===== config.mk =====
export PLATFORM = sky130hd
export DESIGN_NAME = dvm_conversion_display_mux
export DESIGN_NICKNAME = d
export VERILOG_FILES = /design/src/dvm_pkg.sv /design/src/dvm_conversion_display_mux.sv /design/src/dvm_input_sync.sv /design/src/dvm_seg_decode.sv
export SDC_FILE = /design/constraint.sdc
export NUM_CORES = 1
export LEC_CHECK = 0
export ABC_AREA = 1
export BUFFER_PORTS_ARGS = -buffer_cell sky130_fd_sc_hd__buf_4
export CORE_AREA = 2 2 128 130
export DETAILED_ROUTE_END_ITERATION = 16
export DIE_AREA = 0 0 130 132
export GPL_TIMING_DRIVEN = 0
export PLACE_DENSITY_LB_ADDON = 0.08
export SLEW_MARGIN = 10
export SYNTH_ARGS = -nofsm -noshare
export SYNTH_HDL_FRONTEND = slang
export SYNTH_SLANG_ARGS = --single-unit

===== constraint.sdc =====
create_clock -name clock -period 2.2 [get_ports clock]
set_input_delay 0.22 -clock clock [delete_from_list [all_inputs] [get_ports clock]]
set_output_delay 0.22 -clock clock [all_outputs]
set_load 0.05 [all_outputs]

===== src/dvm_pkg.sv =====
// Shared constants and types for the voltmeter conversion and display block
package dvm_pkg;

  // Counter chain, in conversion-clock cycles
  localparam int unsigned CONV_CYCLES   = 64512;
  localparam int unsigned WINDOW_CYCLES = 64000;
  localparam int unsigned XFER_POINT    = 64256;
  localparam int unsigned SCAN_CYCLES   = 256;
  localparam int unsigned GAP_DIVISOR   = 32;
  localparam int unsigned GAP_CYCLES    = SCAN_CYCLES / GAP_DIVISOR;
  localparam int unsigned DONE_CYCLES   = 64;
  localparam int unsigned PRESCALE      = 32;
  localparam int unsigned FULL_SCALE    = 2000;
  localparam int unsigned OSC_DIV       = 64;

  // Register byte offsets
  localparam logic [7:0] CTRL_OFS      = 8'h00;
  localparam logic [7:0] STATUS_OFS    = 8'h04;
  localparam logic [7:0] RESULT_OFS    = 8'h08;
  localparam logic [7:0] IRQ_STAT_OFS  = 8'h0C;
  localparam logic [7:0] IRQ_MASK_OFS  = 8'h10;

  // Field positions
  localparam int unsigned CTRL_RC_BIT     = 0;
  localparam int unsigned CTRL_START_BIT  = 1;
  localparam int unsigned EV_DONE_BIT     = 0;
  localparam int unsigned EV_OVER_BIT     = 1;
  localparam int unsigned EV_START_BIT    = 2;
  localparam int unsigned EV_WIDTH        = 3;

  // Reset values
  localparam logic        CTRL_RC_RESET   = 1'b1;
  localparam logic [2:0]  IRQ_MASK_RESET  = 3'h0;

  typedef enum logic [3:0] {
    GLYPH_0     = 4'h0,
    GLYPH_9     = 4'h9,
    GLYPH_BLANK = 4'hA,
    GLYPH_MINUS = 4'hB,
    GLYPH_O     = 4'hC,
    GLYPH_F     = 4'hD,
    GLYPH_L     = 4'hE
  } glyph_t;

  typedef struct packed {
    logic             sign;
    logic             overflow;
    logic [3:0][3:0]  digits;
  } result_t;

endpackage


===== src/dvm_conversion_display_mux.sv =====
// Pulse-modulation voltmeter control: counter chain, latch, display scan, APB
`timescale 1ns/100ps
`default_nettype none
module dvm_conversion_display_mux #(
  parameter int unsigned CONV_CYCLES = dvm_pkg::CONV_CYCLES,
  parameter int unsigned OSC_DIV     = dvm_pkg::OSC_DIV
) (
  input  wire logic        clock,
  input  wire logic        reset,
  input  wire logic        clock_en,
  input  wire logic        comparator_in,
  input  wire logic        polarity_in,
  input  wire logic        ext_clock_in,
  input  wire logic        start_conversion,
  output logic             reference_switch,
  output logic             osc_square_out,
  output logic             conversion_complete,
  output logic             overflow_out,
  output logic             sign_out,
  output logic [6:0]       segments,
  output logic [3:0]       digit_select,
  output logic             irq,
  input  wire logic        psel,
  input  wire logic        penable,
  input  wire logic        pwrite,
  input  wire logic [7:0]  paddr,
  input  wire logic [31:0] pwdata,
  output logic [31:0]      prdata,
  output logic             pready,
  output logic             pslverr
);
  localparam logic [15:0] CYC_LAST = 16'(CONV_CYCLES - 1);
  // Window end and transfer point keep their distance from the end of the cycle
  localparam logic [15:0] CYC_WIN  =
    16'(CONV_CYCLES - (dvm_pkg::CONV_CYCLES - dvm_pkg::WINDOW_CYCLES));
  localparam logic [15:0] CYC_XFER =
    16'(CONV_CYCLES - (dvm_pkg::CONV_CYCLES - dvm_pkg::XFER_POINT));
  localparam logic [7:0]  GAP      = 8'(dvm_pkg::GAP_CYCLES);
  localparam logic [6:0]  DONE_LAST = 7'(dvm_pkg::DONE_CYCLES - 1);
  localparam logic [4:0]  PRE_LAST = 5'(dvm_pkg::PRESCALE - 1);
  localparam logic [15:0] DIV_LAST = 16'(OSC_DIV - 1);
  localparam logic [15:0] DIV_HALF = 16'(OSC_DIV / 2);
  localparam logic [3:0]  OVER_THOUSANDS = 4'(dvm_pkg::FULL_SCALE / 1000);

  logic comp_s;
  logic pol_s;
  logic ext_s;
  logic start_s;

  dvm_input_sync u_comp  (.clock(clock), .reset(reset), .clock_en(clock_en),
                          .async_in(comparator_in), .sync_out(comp_s));
  dvm_input_sync u_pol   (.clock(clock), .reset(reset), .clock_en(clock_en),
                          .async_in(polarity_in), .sync_out(pol_s));
  dvm_input_sync u_ext   (.clock(clock), .reset(reset), .clock_en(clock_en),
                          .async_in(ext_clock_in), .sync_out(ext_s));
  dvm_input_sync u_start (.clock(clock), .reset(reset), .clock_en(clock_en),
                          .async_in(start_conversion), .sync_out(start_s));

  logic                 rc_mode_q;
  logic                 soft_start_q;
  logic                 ext_prev_q;
  logic [15:0]          div_q;
  logic                 tick;
  logic [15:0]          cyc_q;
  logic                 mod_q;
  logic [4:0]           pre_q;
  logic [3:0][3:0]      bcd_q;
  dvm_pkg::result_t     latch_q;
  logic                 start_prev_q;
  logic                 start_edge;
  logic                 pending_q;
  logic                 xfer_do;
  logic [6:0]           done_cnt_q;
  logic [dvm_pkg::EV_WIDTH-1:0] ev_stat_q;
  logic [dvm_pkg::EV_WIDTH-1:0] ev_mask_q;
  logic [dvm_pkg::EV_WIDTH-1:0] ev_set;
  logic [1:0]           scan_idx;
  logic                 gap;
  logic [3:0]           glyph;
  logic [6:0]           seg_pat;
  logic                 apb_write;

  // Conversion clock: divided RC-style oscillator or synchronised external source
  assign tick = clock_en & (rc_mode_q ? (div_q == DIV_LAST) : (ext_s & ~ext_prev_q));

  always_ff @(posedge clock)
  begin
    if (reset)
    begin
      div_q          <= 16'h0000;
      osc_square_out <= 1'b0;
      ext_prev_q     <= 1'b0;
    end
    else if (clock_en)
    begin
      ext_prev_q <= ext_s;
      if (!rc_mode_q)
      begin
        div_q          <= 16'h0000;
        osc_square_out <= 1'b0;
      end
      else
      begin
        div_q          <= (div_q == DIV_LAST) ? 16'h0000 : div_q + 16'h0001;
        osc_square_out <= (div_q < DIV_HALF) ? 1'b0 : 1'b1;
      end
    end
  end

  // Master counter chain; both conversion and scan derive from it
  always_ff @(posedge clock)
  begin
    if (reset)
      cyc_q <= 16'h0000;
    else if (tick)
      cyc_q <= (cyc_q == CYC_LAST) ? 16'h0000 : cyc_q + 16'h0001;
  end

  always_ff @(posedge clock)
  begin
    if (reset)
      mod_q <= 1'b0;
    else if (tick)
      mod_q <= comp_s;
  end

  assign reference_switch = mod_q;

  // Gated count, prescaled so a full window of ones reaches 2000
  always_ff @(posedge clock)
  begin
    if (reset)
    begin
      pre_q <= 5'h00;
      bcd_q <= '0;
    end
    else if (tick)
    begin
      if (cyc_q == CYC_LAST)
      begin
        pre_q <= 5'h00;
        bcd_q <= '0;
      end
      else if ((cyc_q < CYC_WIN) && mod_q)
      begin
        pre_q <= (pre_q == PRE_LAST) ? 5'h00 : pre_q + 5'h01;
        // Saturate at overrange so the count cannot wrap back in range
        if (pre_q == PRE_LAST && bcd_q[3] < OVER_THOUSANDS)
        begin
          for (int i = 0; i < 4; i++)
          begin
            if (i == 0 || bcd_q[i-1] == 4'h9 && (i < 2 || bcd_q[i-2] == 4'h9)
                && (i < 3 || bcd_q[0] == 4'h9))
              bcd_q[i] <= (bcd_q[i] == 4'h9) ? 4'h0 : bcd_q[i] + 4'h1;
          end
        end
      end
    end
  end

  // Start request: any high level arms a transfer, a rising edge also drops done
  assign start_edge = clock_en & ((start_s & ~start_prev_q) | soft_start_q);
  assign xfer_do    = tick & (cyc_q == CYC_XFER) & pending_q & ~start_edge;

  always_ff @(posedge clock)
  begin
    if (reset)
    begin
      start_prev_q <= 1'b0;
      pending_q    <= 1'b0;
    end
    else if (clock_en)
    begin
      start_prev_q <= start_s;
      if (start_edge || start_s)
        pending_q <= 1'b1;
      else if (xfer_do)
        pending_q <= 1'b0;
    end
  end

  always_ff @(posedge clock)
  begin
    if (reset)
      latch_q <= '0;
    else if (xfer_do)
    begin
      latch_q.digits   <= bcd_q;
      latch_q.overflow <= (bcd_q[3] >= OVER_THOUSANDS);
      latch_q.sign     <= pol_s;
    end
  end

  assign overflow_out = latch_q.overflow;
  assign sign_out     = latch_q.sign;

  always_ff @(posedge clock)
  begin
    if (reset)
    begin
      conversion_complete <= 1'b0;
      done_cnt_q          <= 7'h00;
    end
    else if (start_edge)
      conversion_complete <= 1'b0;
    else if (xfer_do)
    begin
      conversion_complete <= 1'b1;
      done_cnt_q          <= 7'h00;
    end
    else if (tick && conversion_complete)
    begin
      done_cnt_q <= done_cnt_q + 7'h01;
      if (done_cnt_q == DONE_LAST)
        conversion_complete <= 1'b0;
    end
  end

  // Display scan from the low bits of the chain; gap at the start of each slot
  assign scan_idx = cyc_q[9:8];
  assign gap      = (cyc_q[7:0] < GAP);

  always_comb
  begin
    if (latch_q.overflow)
    begin
      case (scan_idx)
        2'd3:    glyph = latch_q.sign ? dvm_pkg::GLYPH_BLANK : dvm_pkg::GLYPH_MINUS;
        2'd2:    glyph = dvm_pkg::GLYPH_O;
        2'd1:    glyph = dvm_pkg::GLYPH_F;
        default: glyph = dvm_pkg::GLYPH_L;
      endcase
    end
    else if (scan_idx == 2'd3 && latch_q.digits[3] == 4'h0)
      glyph = dvm_pkg::GLYPH_BLANK;
    else
      glyph = latch_q.digits[scan_idx];
  end

  dvm_seg_decode u_seg (.glyph(glyph), .segments(seg_pat));

  always_ff @(posedge clock)
  begin
    if (reset)
    begin
      segments     <= 7'h00;
      digit_select <= 4'h0;
    end
    else if (clock_en)
    begin
      segments     <= gap ? 7'h00 : seg_pat;
      digit_select <= gap ? 4'h0 : 4'(4'h1 << scan_idx);
    end
  end

  // APB slave: one wait state, registered read data
  assign apb_write = psel & penable & pready & pwrite;
  assign ev_set    = {start_edge, xfer_do & (bcd_q[3] >= OVER_THOUSANDS), xfer_do};

  always_ff @(posedge clock)
  begin
    if (reset)
    begin
      pready  <= 1'b0;
      pslverr <= 1'b0;
      prdata  <= 32'h00000000;
    end
    else if (clock_en)
    begin
      pready  <= psel & penable & ~pready;
      pslverr <= 1'b0;
      prdata  <= 32'h00000000;
      if (psel && penable && !pready)
      begin
        if (paddr == dvm_pkg::CTRL_OFS)
          prdata <= {31'h0, rc_mode_q};
        else if (paddr == dvm_pkg::STATUS_OFS)
          prdata <= {28'h0, pending_q, latch_q.sign, latch_q.overflow,
                     conversion_complete};
        else if (paddr == dvm_pkg::RESULT_OFS)
          prdata <= {16'h0, latch_q.digits};
        else if (paddr == dvm_pkg::IRQ_STAT_OFS)
          prdata <= {29'h0, ev_stat_q};
        else if (paddr == dvm_pkg::IRQ_MASK_OFS)
          prdata <= {29'h0, ev_mask_q};
        else
          pslverr <= 1'b1;
      end
    end
  end

  always_ff @(posedge clock)
  begin
    if (reset)
    begin
      rc_mode_q    <= dvm_pkg::CTRL_RC_RESET;
      soft_start_q <= 1'b0;
      ev_mask_q    <= dvm_pkg::IRQ_MASK_RESET;
    end
    else if (clock_en)
    begin
      soft_start_q <= apb_write && paddr == dvm_pkg::CTRL_OFS && pwdata[dvm_pkg::CTRL_START_BIT];
      if (apb_write && paddr == dvm_pkg::CTRL_OFS)
        rc_mode_q <= pwdata[dvm_pkg::CTRL_RC_BIT];
      if (apb_write && paddr == dvm_pkg::IRQ_MASK_OFS)
        ev_mask_q <= pwdata[dvm_pkg::EV_WIDTH-1:0];
    end
  end

  // Set beats a write-one clear in the same cycle
  always_ff @(posedge clock)
  begin
    if (reset)
    begin
      ev_stat_q <= '0;
      irq       <= 1'b0;
    end
    else if (clock_en)
    begin
      if (apb_write && paddr == dvm_pkg::IRQ_STAT_OFS)
        ev_stat_q <= (ev_stat_q & ~pwdata[dvm_pkg::EV_WIDTH-1:0]) | ev_set;
      else
        ev_stat_q <= ev_stat_q | ev_set;
      irq <= |(ev_stat_q & ev_mask_q);
    end
  end

  chk_cycle_wrap: assert property (@(posedge clock) disable iff (reset)
    (tick && cyc_q == CYC_LAST) |=> cyc_q == 16'h0000)
    else $error("counter chain did not wrap at end of conversion");

  chk_scan_slot: assert property (@(posedge clock) disable iff (reset)
    (clock_en && !gap && cyc_q[9:8] == 2'd2) |=> digit_select == 4'h4)
    else $error("scan slot does not select its digit");

  chk_gap_blank: assert property (@(posedge clock) disable iff (reset)
    (clock_en && cyc_q[7:0] < GAP) |=> digit_select == 4'h0 && segments == 7'h00)
    else $error("digits not blanked in inter-digit gap");

  chk_over_flag: assert property (@(posedge clock) disable iff (reset)
    (xfer_do && bcd_q[3] >= OVER_THOUSANDS) |=> overflow_out ##0 !latch_q.digits[3][3])
    else $error("overrange result did not raise overflow");

  chk_lead_blank: assert property (@(posedge clock) disable iff (reset)
    (clock_en && !gap && scan_idx == 2'd3 && !latch_q.overflow && latch_q.digits[3] == 4'h0)
    |=> segments == 7'h00)
    else $error("zero leading digit was shown");

  chk_sign_latch: assert property (@(posedge clock) disable iff (reset)
    xfer_do |=> sign_out == $past(pol_s))
    else $error("sign not taken with result");

  chk_mod_capture: assert property (@(posedge clock) disable iff (reset)
    tick |=> reference_switch == $past(comp_s))
    else $error("modulator did not capture comparator");

  chk_count_gate: assert property (@(posedge clock) disable iff (reset)
    (tick && cyc_q >= CYC_WIN && cyc_q != CYC_LAST) |=> $stable(bcd_q) && $stable(pre_q))
    else $error("result counter moved outside window");

  chk_done_rise: assert property (@(posedge clock) disable iff (reset)
    $rose(conversion_complete) |-> $past(cyc_q) == CYC_XFER && $past(pending_q))
    else $error("conversion complete rose off the transfer point");

  chk_done_drop: assert property (@(posedge clock) disable iff (reset)
    (tick && conversion_complete && done_cnt_q == DONE_LAST && !xfer_do) |=> !conversion_complete)
    else $error("conversion complete held past its width");

  chk_start_drop: assert property (@(posedge clock) disable iff (reset)
    start_edge |=> !conversion_complete ##0 pending_q)
    else $error("start edge did not drop complete or arm transfer");

  chk_one_digit: assert property (@(posedge clock) disable iff (reset)
    $onehot0(digit_select))
    else $error("more than one digit selected");

  chk_ext_square: assert property (@(posedge clock) disable iff (reset)
    (!rc_mode_q && clock_en) |=> !osc_square_out)
    else $error("square output active outside RC mode");

endmodule // dvm_conversion_display_mux
`default_nettype wire


===== src/dvm_input_sync.sv =====
// Three-stage synchroniser; output moves once stages two and three agree
`timescale 1ns/100ps
`default_nettype none
module dvm_input_sync (
  input  wire logic clock,
  input  wire logic reset,
  input  wire logic clock_en,
  input  wire logic async_in,
  output logic      sync_out
);
  logic s1_q;
  logic s2_q;
  logic s3_q;

  always_ff @(posedge clock)
  begin
    if (reset)
    begin
      s1_q     <= 1'b0;
      s2_q     <= 1'b0;
      s3_q     <= 1'b0;
      sync_out <= 1'b0;
    end
    else if (clock_en)
    begin
      s1_q <= async_in;
      s2_q <= s1_q;
      s3_q <= s2_q;
      if (s2_q == s3_q)
        sync_out <= s3_q;
    end
  end
endmodule // dvm_input_sync
`default_nettype wire


===== src/dvm_seg_decode.sv =====
// Glyph code to seven-segment pattern, segments {g,f,e,d,c,b,a}
`timescale 1ns/100ps
`default_nettype none
module dvm_seg_decode (
  input  wire logic [3:0] glyph,
  output logic      [6:0] segments
);
  always_comb
  begin
    case (glyph)
      4'h0: segments = 7'h3F;
      4'h1: segments = 7'h06;
      4'h2: segments = 7'h5B;
      4'h3: segments = 7'h4F;
      4'h4: segments = 7'h66;
      4'h5: segments = 7'h6D;
      4'h6: segments = 7'h7D;
      4'h7: segments = 7'h07;
      4'h8: segments = 7'h7F;
      4'h9: segments = 7'h6F;
      4'hB: segments = 7'h40;
      4'hC: segments = 7'h3F;
      4'hD: segments = 7'h71;
      4'hE: segments = 7'h38;
      default: segments = 7'h00;
    endcase
  end
endmodule // dvm_seg_decode
`default_nettype wire


After elaboration in Yosys (flattened, before gate mapping)
Memories as Yosys holds them, arrays and structs flattened.
Index checks and enable logic that the tools add are counted.
Widths: inputs -> output; s select.

operators by class
  $mul = 0
  divide/modulo/power cells = 0
  equality and inequality tests = 20
  reductions and logical operators = 41
  magnitude comparators = 6
  bitwise operators = 22
  add/subtract/negate cells = 8
  shifts and indexed selects = 1
  muxes and demuxes = 47

operators with widths
  operator               number
  $mux 16                10
  $mux 4                 11
  $add 16x1->16 const B  2
  $eq 16x16->1 const B   2
  $mux 7                 3
  $reduce_and 2->1       10
  $add 4x1->4 const B    4
  $eq 16x6->1 const B    1
  $eq 4x4->1 const B     4
  $eq 8x4->1 const B     2
  $lt 16x16->1 const B   1
  $lt 16x6->1 const B    1
  $reduce_bool 2->1      8
  $mux 1                 15
  $mux 5                 3
  $logic_and 1x1->1      13
  $and 1x1->1            12
  $reduce_and 4->1       3
  $mux 3                 3
  $pmux 3 s3             1
  $bmux 4 s2             1
  $eq 8x3->1 const B     1
  $eq 8x5->1 const B     1
  $logic_not 8->1        1
  other kinds (23)       32

word-level totals
  RAM bits = 0
  latch bits = 0
  word-level logic and storage cells = 192
  memories = 1
  bits in read-only memories = 112
  bits in registers = 154

memories
  name              depth  bits a word  read ports  clocked after memory_dff  write ports  line                  source
  (name not given)  16     7            1           0                         0            dvm_seg_decode.sv:10  case (glyph)

Depth between registers and ports, before layout
Gate-level depths: netlist of run 1.

  depth in word-level cells = 10
  depth in mapped cells = 14

Cells and area by module
A second synthesis of run 1 with hierarchy kept.

unflattened totals
  cell total of the unflattened synthesis = 1,033
  area total of the unflattened synthesis = 7,084.3 um^2

by module, submodules not included
  module                      area each (um^2)  cells each  times used  sequential area each (um^2)
  dvm_conversion_display_mux  6,193.4           903         1           2,442.3
  dvm_input_sync              147.6             20          4           80.1
  dvm_seg_decode              300.3             50          1           0.0

Worst setup path before layout of run 1
OpenSTA, ideal clock, no wires.

  kind = register -> register
  start = reg latch_q, in the netlist overflow_out
  end = reg segments[4]
  path buffers = 0
  library setup time = 71 ps
  arrival = 2,060 ps
  clock period less this slack = 2,131 ps
  stages on the path, launching flop included = 12
  slack = 69 ps
  cell sequence = dfxtp_1 inv_1 nand2_1 inv_1 a21oi_1 inv_1 ha_1 inv_1 nand2_1 nand3_1 nand3_1 a21oi_1

between the ends
  cells in the longest elaborated chain, start to end = 3

ends and longest elaborated chain
  what                    line                               source
  start: declaration      dvm_conversion_display_mux.sv:68   dvm_pkg::result_t latch_q;
  $mux 4                  dvm_conversion_display_mux.sv:225  if (latch_q.overflow)
  $mem_v2 16x7            -
  $mux 7                  dvm_conversion_display_mux.sv:251  segments <= gap ? 7'h00 : seg_pat;
  end signal: assignment  dvm_conversion_display_mux.sv:251
  end: declaration        dvm_conversion_display_mux.sv:20   output logic [6:0] segments,

Every way passes these cells.
A chain may end at the register's enable or synchronous reset.

Final worst setup path of run 1
  start = reg cyc_q[8]
  end = reg segments[4]

between the ends
  cells in the longest elaborated chain, start to end = 6
  elaborated cells on any way between the ends = 11

ends and longest elaborated chain
  what                                                                      line                                                                                                     source
  start: declaration                                                        dvm_conversion_display_mux.sv:64                                                                         logic [15:0] cyc_q;
  start signal: assignment                                                  dvm_conversion_display_mux.sv:116                                                                        cyc_q <= (cyc_q == CYC_LAST) ? 16'h0000 : cyc_q + 16'h0001;
  $bmux 4 s2 / $eq 2x2->1 (equally long branches)                           dvm_conversion_display_mux.sv:237, dvm_conversion_display_mux.sv:227, dvm_conversion_display_mux.sv:234
  $mux 4 (not written as such) / $logic_and 1x1->1 (equally long branches)  dvm_conversion_display_mux.sv:237, dvm_conversion_display_mux.sv:234
  $mux 4                                                                    dvm_conversion_display_mux.sv:234                                                                        else if (scan_idx == 2'd3 && latch_q.digits[3] == 4'h0)
  $mux 4 (*)                                                                dvm_conversion_display_mux.sv:225
  $mem_v2 16x7 (*)                                                          -
  $mux 7 (*)                                                                dvm_conversion_display_mux.sv:251

Every way passes the cells marked *; elsewhere a longest branch is shown, timed or not. The select of a mux whose other input is x is not followed.

==> results of run 1 <==
## layout make-up
| class | count | area [um^2] |
|---|---|---|
| inverters | 91 | 344 |
| well taps | 216 | 270 |
| multi-input cells | 745 | 3720 |
| flip-flops and latches | 138 | 2770 |
| fillers | 1610 | 7290 |
| plain buffers | 52 | 300 |
| clock buffers | 20 | 457 |
| repair buffers | 58 | 448 |
| clock inverters | 12 | 115 |
## cells in the final DEF (no fill, tap or decap), drive strengths merged
cell | synthesis | routed
a31o | 2 | 2
xor2 | 16 | 16
inv | 89 | 94
nor4 | 2 | 2
conb | 1 | 16
nor3 | 18 | 18
nand3 | 90 | 90
nor3b | 4 | 4
a211oi | 1 | 1
nand2 | 235 | 235
clkbuf | 22 | 42
a21o | 1 | 1
nand4 | 16 | 16
a21oi | 104 | 104
a31oi | 2 | 2
and3b | 1 | 1
clkinvlp | 0 | 3
nor2 | 137 | 137
bufinv | 0 | 1
and3 | 1 | 1
xnor2 | 5 | 5
o21ai | 63 | 63
buf | 30 | 88
clkinv | 2 | 5
or2 | 3 | 3
o211ai | 1 | 1
o21bai | 2 | 2
ha | 24 | 24
dfxtp | 138 | 138
nand3b | 1 | 1
## flip-flops by register name, summed over array words and instances, names as in the netlist, 3 cells and up
register,count
bcd_q,16
cyc_q,16
digit_select,4
div_q,16
done_cnt_q,7
ev_mask_q,3
ev_stat_q,3
latch_q,16
prdata,16
pre_q,5
segments,7
## kinds of logic after synthesis
| family | after synthesis | share of synthesized area (%) |
|---|---|---|
| AO/OA/AOI/OAI | 176 | 13.0 |
| XOR/XNOR | 21 | 2.62 |
| adder cells (fa/ha/maj) | 24 | 4.28 |
| buffers and inverters | 143 | 9.06 |
| flip-flops | 138 | 39.4 |
| other | 1 | 0.0535 |
| AND/OR/NAND/NOR | 508 | 31.6 |
## path summary, 6_finish.rpt
kind,endpoint,slack [ns],cells past startpoint
max,segments[4],0.13,12
min,u_ext.s1_q,0.02,3
min reg2reg,ext_prev_q,0.46,2
max reg2reg,segments[4],0.13,12
## power by group through the flow
stage	combinational [W]	clock (W)	sequential, W
floorplan	0.000179	0	0.00259
global placement	0.000275	0	0.00259
detailed placement	0.000276	0	0.00259
CTS	0.000278	0.00281	0.00253
global route	0.000302	0.00292	0.00253
finish	0.000278	0.00277	0.00253
## per-stage QoR
step	utilization (%)	TNS [ns]	total power, W	setup slack (ns)	hold slack [ns]
2_1_floorplan	-	0	0.00277	0.0691	0.348
3_5_place_dp	49.3	-2.89	0.00286	-0.469	0.448
3_3_place_gp	49.3	-2.95	0.00286	-0.448	0.443
4_1_cts	53.2	0	0.00562	0.0391	0.00931
5_1_grt	53.6	0	0.00575	0.00186	0.0307
6_report	53.6	0	0.00558	0.133	0.0178
## worst max-delay path, delay by kind of cell, from the launching register on
family          cells  cell delay [ns]
fa+ha+maj           2             0.49
buf+inv             4             0.41
flops               1             0.39
simple gates        5             0.57
compound gates      1             0.07
## timing repair
| item | 4_1_cts | 5_1_grt |
|---|---|---|
| setup buffers | 0 | 3 |
| setup endpoints to repair | 12 | 22 |
| hold endpoints to repair | 0 | 0 |
| pin swaps | 0 | 3 |
| gates resized for setup | 9 | 13 |
## per-layer routing
metal	vias to the layer above	share of wire [%]	wire length (um)
li1	3449	-	-
met1	3054	49	9580
met2	150	44	8580
met3	29	4.4	856
met4	0	2.1	403
met5	-	0	0
==> results.md, run 1 <==
- Library cells used by synthesis: 42
- Clk Latency, worst-skew pair: 0.43 ns
- Port Buffers: 55
- Share of cells above drive strength 1: 13.9%
- Worst Path Max Fanout: 11
- Initial core utilization: 44.6%
- Top Ports: 101
- Die H: 132 um
- Post-CTS Hold Buffers: 0
- Die area: 0.0172 mm^2
- Vias: 6682
- Largest net degree at the start of global routing: 17
- Detail Placement HPWL: 14000 um
- DR WL/cell: 14.6 um
- Synth warnings: 0
- Number of enable flip-flop cells after synthesis: 0
- Top cell type by total area after synthesis: dfxtp_1
- DR vias/cell: 5.02
- Post-Syn Area: 0.00701 mm^2
- All-layer global routing usage: 23.1%
- Finished Layout Cells: 1332
- Crit path time final: 2.07 ns
- Yosys reg bits: 138
- Async SR Flop Fraction: 0%
- Initial DRT Pass Iterations: 6
- Post-Route WL: 19400 um
- Worst path slowest cell: dfxtp_4
- Peak supply drop: 0.510 mV
- Inst Count DP: 1297
- GR met2 Demand/Resource: 35.1%
- First-pass GRT wire length: 31200 um
- Final critical-path share of the clock period: 94.0%
- Htree depth: 4
- Clk sinks: 138
- Syn Area/Cell: 6.94 um^2
- Sequential area share after synthesis: 39.4%
- Critical Path, Cell by Cell: inv_1, buf_4, ha_1, nand2_1, inv_1, nor2_4, ha_1, inv_1, nand2_1, nand3_1, nand3_1, a21oi_1
- Worst Skew: 0.0108 ns
- Setup CP Type: reg2reg
- Root buf cell: clkbuf_16
- Grt peak-use layer: met2
- Hold WC Path Type: in2reg
- Status: complete, no violations
- Critical Path Start: cyc_q[8]
- Max Cap Violations: 0
- CP dominant cell by count: inv_1
- Cell Area, Placed: 0.00775 mm^2
- Hold Path Origin: ext_clock_in
- Met3 Use GR: 4.75%
- Comb pwr share: 5.0%
- Area Overhead vs Synth: 20.2%
- RSZ-0062 raised after global routing: false
- Routed Antenna Nets: 0
- Synth top area cells: dfxtp_1, nand2_1, a21oi_1, nor2_1, nand3_1
- CP Launch Type: register
- Core area: 0.0157 mm^2
- CTS tree: done
- Layout Nets: 1177
- Met1 usage: 32.9%
- Relative slew slack: 45.9%
- Final setup viols: 0
- Top cell type's share of synthesized area: 39.4%
- Synth Instances: 1011
- Clock power share: 49.7%
- Dominant cell by count in the synthesized netlist: nand2_1
- P_int: 0.00422 W
- Fmax: 0.484 GHz
- Switching Share: 24.3%
- Crit path largest cell delay: 0.39 ns
- Final GP Congestion: 0.907
- P_leak: 3.48 nW
- N_diodes: 0
- Flop pwr share: 45.3%
- CTS Buffer Depth: 2
- NetSw: 0.00136 W
- Global route total overflow: 0
- Num CTS Buffers: 17
- FF-to-FF Start: cyc_q[8]
- Worst slew pin tran: 0.812 ns
- Critical path required time: 2.48 ns
- Vias in the first global route: 6053
- Critical Path End Type: register
- Post-route cell area: 0.00843 mm^2
- Initial DRC Count: 489
- Final Hold Viols: 0
- Rows: 46
- Arr. time, crit path: 2.35 ns
- Fin. max-slew vios: 0
- Synth cell count leaders: nand2_1, dfxtp_1, nor2_1
- Clk slew on worst S/H paths: 0.06 ns
- Detailed-route DRC error count: 0
- PwrDens: 662 mW/mm^2
- Chip width: 130 um
- Ys flop type: dfxtp_1
- Initial antenna violation count: 0
(Power assumes the default switching activity.)
==> inputs of run 2 (changes only) <==
--- a/config.mk
+++ b/config.mk
@@ -6,7 +6,7 @@
 export NUM_CORES = 1
 export LEC_CHECK = 0
 export ABC_AREA = 1
-export BUFFER_PORTS_ARGS = -buffer_cell sky130_fd_sc_hd__buf_4
+export BUFFER_PORTS_ARGS = -buffer_cell sky130_fd_sc_hd__buf_2
 export CORE_AREA = 2 2 128 130
 export DETAILED_ROUTE_END_ITERATION = 16
 export DIE_AREA = 0 0 130 132
==> run 2 against run 1 <==
- highest routed layer unchanged
- sequential power is essentially flat
- register-to-register slack gained 0.04 ns
- sequential share of layout area grew 0.30 points
- via count shrank 0.78%
==> results.md, run 2 (synthesis gave the netlist of run 1 again) <==
- Status: complete, no violations
- First-pass GRT wire length: 31200 um (about the same)
- DR WL met2: 8770 um (+2.3%)
- Vias: 6630 (-0.78%)
- Setup CP Type: reg2reg
- Rows: 46 (unchanged)
- Critical Path End Type: register
- Worst Skew: 0.00695 ns (-0.00380 ns)
- Global route total overflow: 0 (unchanged)
- P_int: 0.00461 W (+9.2%)
- Fillers: 1622 (+0.75%)
- Setup Total Neg Slack: 0 ns (unchanged)
- Clk Latency, worst-skew pair: 0.43 ns (about the same)
- Vias in the first global route: 6068 (+0.25%)
- Detail Placement HPWL: 14200 um (+0.88%)
- Max Cap Violations: 0 (unchanged)
- Finished Layout Cells: 1333 (+0.075%)
- Clock power share: 52.9% (+3.2 points)
- Layout Nets: 1178 (+0.085%)
- Initial core utilization: 44.6% (unchanged)
- Final core occ: 53.1% (-0.49 points)
- Clk sinks: 138 (unchanged)
- Flop pwr share: 42.6% (-2.7 points)
- Switching Share: 22.3% (-2.0 points)
- Die area: 0.0172 mm^2 (unchanged)
- Worst slew pin tran: 0.791 ns (-0.0207 ns)
- Cell Area, Placed: 0.00761 mm^2 (-1.8%)
- DR WL/cell: 14.5 um (-0.46%)
- Total power: 0.00594 W (+6.4%)
- Detailed-route DRC error count: 0 (unchanged)
- Htree depth: 4 (unchanged)
- Most common cell after layout, fill and taps aside: nand2_1
- Comb pwr share: 4.5% (-0.5 points)
- Most frequent cells in the layout: nand2_1, dfxtp_1, nor2_1, a21oi_1, nand3_1
- Core area: 0.0157 mm^2 (unchanged)
- DR vias/cell: 4.97 (-0.85%)
- Root buf cell: clkbuf_16
- CP Launch Type: register
- Crit path time final: 2.03 ns (-0.0366 ns)
- Worst r2r path cells: 9 (-3)
- R2r setup slk: 0.17 ns (+0.04 ns)
- Largest net degree at the start of global routing: 17 (unchanged)
- CTS tree: done
- Clk slew on worst S/H paths: 0.06 ns (about the same)
- PwrDens: 711 mW/mm^2 (+7.3%)
- Inst Count DP: 1297 (unchanged)
- Fmax: 0.492 GHz (+1.8%)
- Fin. max-slew vios: 0 (unchanged)
- P_leak: 3.51 nW (+0.75%)
- Critical path required time: 2.52 ns (+0.04 ns)
- NetSw: 0.00133 W (-2.4%)
- Num CTS Buffers: 17 (unchanged)
- Post-Route WL: 19300 um (-0.38%)
- Final critical-path share of the clock period: 92.3% (-1.7 points)
- Arr. time, crit path: 2.35 ns (about the same)
- Worst Path Max Fanout: 9 (-2)
- Area Overhead vs Synth: 19.1%
- Initial DRT Pass Iterations: 7 (+1)
- Max layer used: met4
- Final GP Congestion: 0.930 (+2.5%)
- Final setup viols: 0 (unchanged)
- Hold WC Path Type: in2reg
- All-layer global routing usage: 23.2% (+0.095 points)
- Relative slew slack: 47.2% (+1.4 points)
- Top Ports: 101 (unchanged)
- CTS Buffer Depth: 2 (unchanged)
- Port Buffers: 55 (unchanged)
- Worst setup endpoint: done_cnt_q[1]
- Chip width: 130 um (unchanged)
- Share of cells above drive strength 1: 14.1% (+0.26 points)
- Met3 wire length: 895 um (+4.6%)
- Initial DRC Count: 553 (+13%)
- Critical Path Start: u_start.sync_out
- Post-route cell area: 0.00835 mm^2 (-0.91%)
- FF-to-FF Start: u_start.sync_out
- Final Hold Viols: 0 (unchanged)
- Peak supply drop: 0.611 mV (+20%)
- N_diodes: 0 (unchanged)
- Die H: 132 um (unchanged)
- Met1 Routed Length: 9390 um (-1.9%)
- Post-CTS Hold Buffers: 0 (unchanged)
- Initial antenna violation count: 0 (unchanged)
- Routed Antenna Nets: 0 (unchanged)
- RR Endpoint: done_cnt_q[1]
## run 2: cell count changes in the layout (fill, tap and decap cells not counted), sizes merged
cell | before | now
buf | 88 | 89
bufinv | 1 | 5
clkbuf | 42 | 40
clkinv | 5 | 9
clkinvlp | 3 | 1
inv | 94 | 90
## run 2: area by class of cell
type / count / area, um^2 / area share [%]
multi-input combinational: 745 / 3720 / 44.6
clock buffer: 18 / 439 / 5.26
timing repair buffer: 59 / 305 / 3.66
tap: 216 / 270 / 3.24
clock inverter: 14 / 201 / 2.41
inverter: 91 / 344 / 4.12
buffer: 52 / 300 / 3.60
sequential: 138 / 2770 / 33.2
## run 2: worst min path at each step
| stage | from | end | slack, ns | cells after the start |
|---|---|---|---|---|
| detailed placement | ext_prev_q | ext_prev_q | 0.45 | 2 |
| global route | ext_clock_in | u_ext.s1_q | 0.03 | 3 |
| CTS | ext_clock_in | u_ext.s1_q | 0.004 | 3 |
| global placement | ext_clock_in | u_ext.s1_q | 0.44 | 3 |
| floorplan | pwdata[1] | ev_mask_q[1] | 0.35 | 2 |
| finish | ext_clock_in | u_ext.s1_q | 0.009 | 3 |
## run 2: metal layers
layer | vias up | global-route usage (%)
met5 | - | 0
met2 | 146 | 36.0
met4 | 0 | 5.68
met1 | 3009 | 32.8
li1 | 3454 | -
met3 | 21 | 5.32
## run 2: per-stage QoR
stage / worst slack, ns / hold WS [ns]
floorplan: 0.0691 / 0.348
finish: 0.169 / 0.00898
CTS: 0.0305 / 0.00358
global placement: -0.468 / 0.443
global route: -0.00724 / 0.0296
detailed placement: -0.502 / 0.452
## run 2: power by group through the flow
stage / combinational (W) / clock [W] / sequential (W)
floorplan: 0.000179 / 0 / 0.00259
global placement: 0.000265 / 0 / 0.00259
detailed placement: 0.000264 / 0 / 0.00259
CTS: 0.000264 / 0.00318 / 0.00253
global route: 0.000288 / 0.00328 / 0.00253
finish: 0.000265 / 0.00314 / 0.00253
## run 2: worst max-delay path, stage by stage, from the launching register on
cell,delay (ns)
dfxtp_1,0.36
nand2_1,0.08
o21ai_0,0.49
inv_1,0.23
nand3_1,0.23
o21ai_2,0.18
inv_2,0.10
nor2_2,0.05
o21ai_0,0.16
nor2_1,0.06
## run 2: repair_timing
item / 4_1_cts / 5_1_grt
setup endpoints to repair: 12 / 15
pin swaps: 0 / 3
resized for setup: 9 / 12
setup buffers: 0 / 4
cloned: 0 / 0
